===== src/inc/dspg_map.svh =====
/*
 * Constants for the data-space paging and software stack block.
 * Assumes inclusion by bare name from the design file.
 */
// Functional notes
// Page bit 9 and address bit 15 set give page<8:0> above address<14:0>.
// Program space reachable only with page at 0x200 or above, reads only.
// Boundary crossing counts only from a paged address with pre/post-modify.
// Overflow normally increments page and keeps address bit 15 set.
// Underflow normally decrements page and keeps address bit 15 set.
// Offset, modulo, bit-reversed: bit 15 set, page unchanged, wrap in page.
// Increment overflow at page 0x2FF moves to 0x300, bit 15 stays set.
// Overflow at page 0x3FF keeps page, clears bit 15 into base space.
// Underflow at page 0x001 or 0x200 keeps page, clears bit 15.
// Underflow at page 0x300 moves to 0x2FF, bit 15 stays set.
// Extended access with page 0x000 raises an address error trap.
// Base addresses 0x0000 to 0x7FFF always reach page zero.
// Read page register resets to 0x001.
// Other pages reachable only via 0x8000 to 0xFFFF with the page register.
// Stack pointer bit 0 is forced to zero by hardware.
// Stack pointer resets to 0x1000.
// Stack grows upward: push writes then increments, pop decrements then reads.
// Counter push writes bits 15:0 then bits 22:16, upper byte zero for calls.
// Exception push puts status low byte beside the counter's upper part.
// Stack and active frame pointer never paged, 16-bit addresses only.
// Stack pointer auto-updated by calls, returns, exceptions; also writable.
// Read page register is 10 bits: bit 9 program space, bits 8:0 page.
`ifndef DSPG_MAP_SVH
`define DSPG_MAP_SVH
`define DSPG_PAGE_RESET  10'h001
`define DSPG_SP_RESET    16'h1000
`define DSPG_PAGE_PS_LO  10'h200
`define DSPG_PAGE_LSW_HI 10'h2FF
`define DSPG_PAGE_MSB_LO 10'h300
`define DSPG_PAGE_MSB_HI 10'h3FF
`define DSPG_PAGE_ZERO   10'h000
`define DSPG_PS_BIT      9
`define DSPG_EA_TOP      15
`define DSPG_WORD_STEP   16'h0002
`endif


===== src/inc/dspg_pkg.sv =====
/*
 * Types for the data-space paging and software stack block.
 * Assumes dspg_map.svh is on the include path.
 */
package dspg_pkg;
  typedef enum logic [1:0] {
    DSPG_MODE_PREPOST = 2'b00,
    DSPG_MODE_OFFSET  = 2'b01,
    DSPG_MODE_MODULO  = 2'b10,
    DSPG_MODE_BITREV  = 2'b11
  } dspg_mode_e;
  typedef enum logic [2:0] {
    DSPG_ST_IDLE   = 3'b000,
    DSPG_ST_PUSH_HI = 3'b001,
    DSPG_ST_POP_HI = 3'b010
  } dspg_state_e;
  typedef enum logic [1:0] {
    DSPG_PUSH_DATA = 2'b00,
    DSPG_PUSH_CALL = 2'b01,
    DSPG_PUSH_EXC  = 2'b10
  } dspg_push_e;
endpackage


===== src/rtl/dspg_core.sv =====
/*
 * Data-space page register with boundary handling and the software stack
 * pointer with its push and pop sequencer.
 * Assumes the address units present one update request per cycle with
 * same-clock signals, and that the memory side accepts one stack word a cycle.
 */
`timescale 1ns/1ps
`include "dspg_map.svh"
module dspg_core (
  input  wire logic               clk,
  input  wire logic               reset_n,
  // Page register write and address update request.
  input  wire logic               page_wr,
  input  wire logic [9:0]         page_wdata,
  input  wire logic               upd_valid,
  input  wire dspg_pkg::dspg_mode_e upd_mode,
  input  wire logic               upd_read,
  input  wire logic               upd_ext,
  input  wire logic [15:0]        upd_old_ea,
  input  wire logic [15:0]        upd_new_ea,
  input  wire logic               upd_overflow,
  input  wire logic               upd_underflow,
  input  wire logic               upd_stackref,
  // Stack pointer requests.
  input  wire logic               sp_wr,
  input  wire logic [15:0]        sp_wdata,
  input  wire logic               push_req,
  input  wire dspg_pkg::dspg_push_e push_kind,
  input  wire logic [15:0]        push_data,
  input  wire logic [22:0]        push_pc,
  input  wire logic [7:0]         status_low_byte,
  input  wire logic               pop_req,
  input  wire logic               pop_pc,
  input  wire logic [15:0]        pop_rdata,
  // Outputs, all registered.
  output logic [9:0]              read_page_register,
  output logic [23:0]             rd_addr,
  output logic                    rd_prog_space,
  output logic                    rd_valid,
  output logic [15:0]             effective_addr,
  output logic                    addr_error_trap,
  output logic [15:0]             stack_pointer_reg,
  output logic                    mem_wr,
  output logic                    mem_rd,
  output logic [15:0]             mem_addr,
  output logic [15:0]             mem_wdata,
  output logic [15:0]             pop_data,
  output logic                    pop_valid,
  output logic                    stack_busy
);
  function automatic logic in_ps(input logic [9:0] pg);
    in_ps = pg >= `DSPG_PAGE_PS_LO;
  endfunction

  logic [9:0]  next_read_page_register;
  logic [23:0] next_rd_addr;
  logic        next_rd_prog_space;
  logic        next_rd_valid;
  logic [15:0] next_effective_addr;
  logic        next_addr_error_trap;
  logic        paged;
  logic        ea15;
  logic [9:0]  cur_page;

  always_comb begin
    next_read_page_register = read_page_register;
    next_effective_addr     = effective_addr;
    next_rd_addr            = rd_addr;
    next_rd_prog_space      = 1'b0;
    next_rd_valid           = 1'b0;
    next_addr_error_trap    = 1'b0;
    ea15                    = upd_new_ea[`DSPG_EA_TOP];
    // A page write in the same cycle as an update lands first, so the boundary
    // decisions below start from the freshly written page and never drop it.
    cur_page                = page_wr ? page_wdata : read_page_register;
    // Only a paged old address with pre/post modify can cross a page.
    paged = upd_old_ea[`DSPG_EA_TOP] && !upd_stackref;
    next_read_page_register = cur_page;
    if (upd_valid) begin
      if (paged && (upd_overflow || upd_underflow)) begin
        if (upd_mode != dspg_pkg::DSPG_MODE_PREPOST) begin
          ea15 = 1'b1;
        end else if (upd_overflow) begin
          if (cur_page == `DSPG_PAGE_MSB_HI) begin
            ea15 = 1'b0;
          end else if (cur_page == `DSPG_PAGE_LSW_HI) begin
            next_read_page_register = `DSPG_PAGE_MSB_LO;
            ea15 = 1'b1;
          end else begin
            next_read_page_register = cur_page + 10'h001;
            ea15 = 1'b1;
          end
        end else begin
          if (cur_page == `DSPG_PAGE_RESET ||
              cur_page == `DSPG_PAGE_PS_LO) begin
            ea15 = 1'b0;
          end else if (cur_page == `DSPG_PAGE_MSB_LO) begin
            next_read_page_register = `DSPG_PAGE_LSW_HI;
            ea15 = 1'b1;
          end else begin
            next_read_page_register = cur_page - 10'h001;
            ea15 = 1'b1;
          end
        end
      end
      next_effective_addr = {ea15, upd_new_ea[14:0]};
      // Stack and frame pointers stay in the 16-bit base space.
      if (!ea15 || upd_stackref) begin
        next_rd_addr  = {8'h00, ea15, upd_new_ea[14:0]};
        next_rd_valid = 1'b1;
      end else if (upd_ext && next_read_page_register == `DSPG_PAGE_ZERO) begin
        next_addr_error_trap = 1'b1;
      end else begin
        next_rd_addr = {next_read_page_register[8:0], upd_new_ea[14:0]};
        // Program space only through the high pages and only for reads.
        next_rd_prog_space = next_read_page_register[`DSPG_PS_BIT] &&
                             in_ps(next_read_page_register) && upd_read;
        next_rd_valid = upd_read || !next_read_page_register[`DSPG_PS_BIT];
      end
    end
  end

  always_ff @(posedge clk or negedge reset_n) begin
    if (!reset_n) begin
      read_page_register <= `DSPG_PAGE_RESET;
      rd_addr            <= 24'h00_0000;
      rd_prog_space      <= 1'b0;
      rd_valid           <= 1'b0;
      effective_addr     <= 16'h0000;
      addr_error_trap    <= 1'b0;
    end else begin
      read_page_register <= next_read_page_register;
      rd_addr            <= next_rd_addr;
      rd_prog_space      <= next_rd_prog_space;
      rd_valid           <= next_rd_valid;
      effective_addr     <= next_effective_addr;
      addr_error_trap    <= next_addr_error_trap;
    end
  end

  // Stack sequencer: two-word pushes and pops take two cycles.
  dspg_pkg::dspg_state_e state;
  dspg_pkg::dspg_state_e next_state;
  logic [15:0] next_stack_pointer_reg;
  logic        next_mem_wr;
  logic        next_mem_rd;
  logic [15:0] next_mem_addr;
  logic [15:0] next_mem_wdata;
  logic [15:0] next_pop_data;
  logic        next_pop_valid;
  logic [15:0] hi_word;
  logic [15:0] next_hi_word;

  always_comb begin
    next_state             = state;
    next_stack_pointer_reg = stack_pointer_reg;
    next_mem_wr            = 1'b0;
    next_mem_rd            = 1'b0;
    next_mem_addr          = mem_addr;
    next_mem_wdata         = mem_wdata;
    next_pop_data          = pop_data;
    next_pop_valid         = 1'b0;
    next_hi_word           = hi_word;
    case (state)
      dspg_pkg::DSPG_ST_IDLE: begin
        if (push_req) begin
          // Push writes at the free word, then the pointer moves up.
          next_mem_wr            = 1'b1;
          next_mem_addr          = stack_pointer_reg;
          next_stack_pointer_reg = stack_pointer_reg + `DSPG_WORD_STEP;
          if (push_kind == dspg_pkg::DSPG_PUSH_DATA) begin
            next_mem_wdata = push_data;
          end else begin
            next_mem_wdata = push_pc[15:0];
            if (push_kind == dspg_pkg::DSPG_PUSH_EXC) begin
              next_hi_word = {status_low_byte, 1'b0, push_pc[22:16]};
            end else begin
              next_hi_word = {8'h00, 1'b0, push_pc[22:16]};
            end
            next_state = dspg_pkg::DSPG_ST_PUSH_HI;
          end
        end else if (pop_req) begin
          // Pop moves the pointer down first, then reads.
          next_mem_rd            = 1'b1;
          next_mem_addr          = stack_pointer_reg - `DSPG_WORD_STEP;
          next_stack_pointer_reg = stack_pointer_reg - `DSPG_WORD_STEP;
          if (pop_pc) begin
            next_state = dspg_pkg::DSPG_ST_POP_HI;
          end
        end else if (sp_wr) begin
          next_stack_pointer_reg = sp_wdata;
        end
      end
      dspg_pkg::DSPG_ST_PUSH_HI: begin
        next_mem_wr            = 1'b1;
        next_mem_addr          = stack_pointer_reg;
        next_mem_wdata         = hi_word;
        next_stack_pointer_reg = stack_pointer_reg + `DSPG_WORD_STEP;
        next_state             = dspg_pkg::DSPG_ST_IDLE;
      end
      dspg_pkg::DSPG_ST_POP_HI: begin
        next_mem_rd            = 1'b1;
        next_mem_addr          = stack_pointer_reg - `DSPG_WORD_STEP;
        next_stack_pointer_reg = stack_pointer_reg - `DSPG_WORD_STEP;
        next_state             = dspg_pkg::DSPG_ST_IDLE;
      end
      default: begin
        next_state = dspg_pkg::DSPG_ST_IDLE;
      end
    endcase
    if (mem_rd) begin
      next_pop_data  = pop_rdata;
      next_pop_valid = 1'b1;
    end
    // Misaligned stack words are impossible by construction.
    next_stack_pointer_reg[0] = 1'b0;
  end

  always_ff @(posedge clk or negedge reset_n) begin
    if (!reset_n) begin
      state             <= dspg_pkg::DSPG_ST_IDLE;
      stack_pointer_reg <= `DSPG_SP_RESET;
      mem_wr            <= 1'b0;
      mem_rd            <= 1'b0;
      mem_addr          <= 16'h0000;
      mem_wdata         <= 16'h0000;
      pop_data          <= 16'h0000;
      pop_valid         <= 1'b0;
      hi_word           <= 16'h0000;
      stack_busy        <= 1'b0;
    end else begin
      state             <= next_state;
      stack_pointer_reg <= next_stack_pointer_reg;
      mem_wr            <= next_mem_wr;
      mem_rd            <= next_mem_rd;
      mem_addr          <= next_mem_addr;
      mem_wdata         <= next_mem_wdata;
      pop_data          <= next_pop_data;
      pop_valid         <= next_pop_valid;
      hi_word           <= next_hi_word;
      stack_busy        <= next_state != dspg_pkg::DSPG_ST_IDLE;
    end
  end
endmodule

===== config.mk =====
export PLATFORM = sky130hd
export DESIGN_NAME = dspg_core
export DESIGN_NICKNAME = d
export VERILOG_FILES = /design/src/inc/dspg_pkg.sv /design/src/rtl/dspg_core.sv
export VERILOG_INCLUDE_DIRS = /design/src /design/src/inc
export SDC_FILE = /design/constraint.sdc
export NUM_CORES = 1
export LEC_CHECK = 0
export ABC_AREA = 0
export BUFFER_PORTS_ARGS = -buffer_cell sky130_fd_sc_hd__buf_2
export CAP_MARGIN = 5
export CORE_MARGIN = 5
export CORE_UTILIZATION = 52
export CTS_BUF_LIST = sky130_fd_sc_hd__clkbuf_8
export DETAILED_ROUTE_END_ITERATION = 10
export PLACE_DENSITY = 0.82
export SYNTH_ARGS = -nofsm -noshare
export SYNTH_HDL_FRONTEND = slang
export SYNTH_SLANG_ARGS = --single-unit

===== constraint.sdc =====
create_clock -name clk -period 4.2 [get_ports clk]
set_clock_uncertainty 0.05 [all_clocks]
set_input_delay 0.84 -clock clk [delete_from_list [all_inputs] [get_ports clk]]
set_output_delay 0.84 -clock clk [all_outputs]
set_load 0.05 [all_outputs]

==> impl_metrics.env <==
export IMPL_via_per_inst=5.90
export IMPL_fin_area_um2=9440
export IMPL_max_cap_violations=0
export IMPL_start_util=0.525
export IMPL_nFillCells=1189
export IMPL_clkTransAtPathRegs_ns=0.08
export IMPL_grt_pass1_wl_um=35300
export IMPL_seqCellArea_um2=3430
export IMPL_hold_end="mem_addr[13]"
export IMPL_grt_max_degree=117
export IMPL_reg2reg_from="read_page_register[0]"
export IMPL_hold_buffers=0
export IMPL_area_growth_pct=24.6
export IMPL_layout_commonest_cell="buf_2"
export IMPL_yosys_area_top_type="dfrtp_1"
export IMPL_cp_required_ns=4.48
export IMPL_syn_avg_cell_area_um2=9.57
export IMPL_vias=7234
export IMPL_critical_path_max_fanout=32
export IMPL_synth_top_cell_area_share=0.446
export IMPL_critPathKind="input pin to flip-flop"
export IMPL_synth_seq_area_share=0.453
export IMPL_rows=44
export IMPL_final_cell_mix="239 x buf_2, 135 x dfrtp_1, 85 x nand2_1"
export IMPL_yosysUniqueCellTypes=78
export IMPL_ios=259
export IMPL_period_needed_ns=3.84
export IMPL_use_met3=0.0593
export IMPL_cts_tree="yes"
export IMPL_regMostFlops="rd_addr"
export IMPL_rr_endpoint="rd_addr[3]"
export IMPL_antenna_cells=0
export IMPL_ant_nets=0
export IMPL_post_route_period_util=0.913
export IMPL_ys_flop_type="dfrtp_1"
export IMPL_end_kind="flip-flop"
export IMPL_fp_dieW_um=131
export IMPL_hold_viol_final=0
export IMPL_ys_warn_count=0
export IMPL_grt_pass1_vias=6858
export IMPL_vdd_drop_max_v=0.000422
export IMPL_min_path_cells=2
export IMPL_relSlewSlack=0.286
export IMPL_reg2reg_slack_ns=0.54
export IMPL_wl_per_cell_um=18.4
export IMPL_antenna_found_initial=0
export IMPL_ys_top_cells_by_area="dfrtp_1 45%, mux2_2 7.4%, o21ai_0 4.6%"
export IMPL_drc=0
export IMPL_run_status="complete, no violations"
export IMPL_clock_latency_ns=0.44
export IMPL_multi_input_area_um2=3880
export IMPL_ctsResizeCount=0
export IMPL_synth_edf_count=0
export IMPL_met1_usage=0.342
export IMPL_met2_usage=0.430
export IMPL_grt_overflow=0
export IMPL_tightest_slew_ns=1.07
export IMPL_rsz0062_at_grt="no"
export IMPL_dp_cells=1195
export IMPL_fp_dieH_um=131
export IMPL_synth_seq_cells=137
export IMPL_io_buffers=240
export IMPL_cts_made_buffers=17
export IMPL_grt_busiest_layer="met2"
export IMPL_syn_inst=792
export IMPL_largest_reg_flops=24
export IMPL_cts_htree_levels=4
export IMPL_async_flop_share=1.00
export IMPL_timing_fmax_ghz=0.261
export IMPL_min_path_type="flip-flop to flip-flop"
export IMPL_final_cells=1227
export IMPL_setup_viol=0
export IMPL_post_cts_buffers=0
export IMPL_worstRegToRegCells=11
export IMPL_clockBufferDepth=2
export IMPL_fin_nets=1174
export IMPL_dp_hpwl_um=16500
export IMPL_worstPathArrival_ns=4.11
export IMPL_drive_gt1_frac=0.356
export IMPL_power_density_nw_per_um2=497
export IMPL_drt_iter0_drc=548
export IMPL_cts_sinks=137
export IMPL_placed_area_um2=9050
export IMPL_finalHoldWorstSlack_ns=0.427
export IMPL_gp_congestion=1.01
export IMPL_drt_wl_total_um=22600
export IMPL_coreArea_um2=14400
export IMPL_drv_slew=0
export IMPL_die_area_um2=17100
export IMPL_critPathLaunchType="input pin"
export IMPL_leakage_uw=0.00437
export IMPL_synthesis_area_um2=7580
export IMPL_cts_root_buf="clkbuf_8"
export IMPL_worstHoldStart="mem_addr[13]"
export IMPL_drt_first_pass_iters=5
export IMPL_grt_usage=0.262
## per-stage QoR
step / power [µW] / setup TNS, ns / setup slack, ns / util
after global routing: 4930 / 0 / 0.224 / 0.655
after detailed placement: 3610 / -0.00456 / -0.00456 / 0.627
after global placement: 3570 / 0 / 0.0517 / 0.627
after floorplan: 3090 / 0 / 0.0247 / -
after CTS: 4720 / 0 / 0.466 / 0.655
final: 4690 / 0 / 0.364 / 0.655
## area by class of cell
cell class | count | share of cell area
multi-input cells | 590 | 0.411
inverters | 15 | 0.00596
repair buffers | 269 | 0.154
clock inverters | 14 | 0.0156
clock buffers | 18 | 0.0262
flip-flops and latches | 137 | 0.363
well taps | 184 | 0.0244
## report_power, final
part,switching (µW),internal (µW),total [µW]
sequential,234,1560,1800
combinational,1270,531,1800
clock,542,546,1090
total,2050,2640,4690
## critical path, cell delays in order
cell and delay [ns]:
buf_2 0.17, buf_12 0.20, or4b_2 0.61, a21boi_0 0.55, a221oi_1 0.20, a311oi_1 0.32, nand2_1 0.19, o41ai_4 0.46
buf_12 0.21, mux2_2 0.35
## worst max path at each step
stage,from,endpoint,slack (ns)
after floorplan,page_wr,rd_addr[10],0.02
after global placement,page_wr,rd_addr[3],0.05
after detailed placement,page_wr,rd_addr[3],-0.005
after CTS,page_wr,rd_addr[3],0.47
after global routing,page_wr,rd_addr[3],0.22
final,page_wr,rd_addr[3],0.36
## cells in the mapped netlist, drive strengths merged (5+ instances only)
master / count
nand3: 17
nor2b: 12
nor2: 57
o2bb2ai: 8
o21ai: 71
a211oi: 6
nand4: 5
dfrtp: 135
or3: 6
buf: 11
ha: 6
a31oi: 14
nor3: 19
and2: 10
a221oi: 10
mux2: 60
mux2i: 12
a221o: 10
nand2: 85
and3: 11
clkbuf: 41
a21oi: 59
xnor2: 21
inv: 15
## kinds of logic (layout without fill, tap and decap cells)
family	Yosys count	count (layout)	share of synthesized area
AO/OA/AOI/OAI	229	229	0.200
XOR/XNOR	25	25	0.0289
adder cells (fa/ha/maj)	6	6	0.00991
buffers and inverters	67	316	0.0380
flip-flops	137	137	0.453
multiplexers	72	72	0.105
other	1	3	0.000495
AND/OR/NAND/NOR	255	255	0.165
## routing by layer
layer | vias to the layer above | wire length [µm]
li1 | 3375 | -
met2 | 357 | 11100
met4 | 0 | 505
met3 | 45 | 1860
met5 | - | 0
met1 | 3457 | 9160
Power figures use the tool's default switching activity.
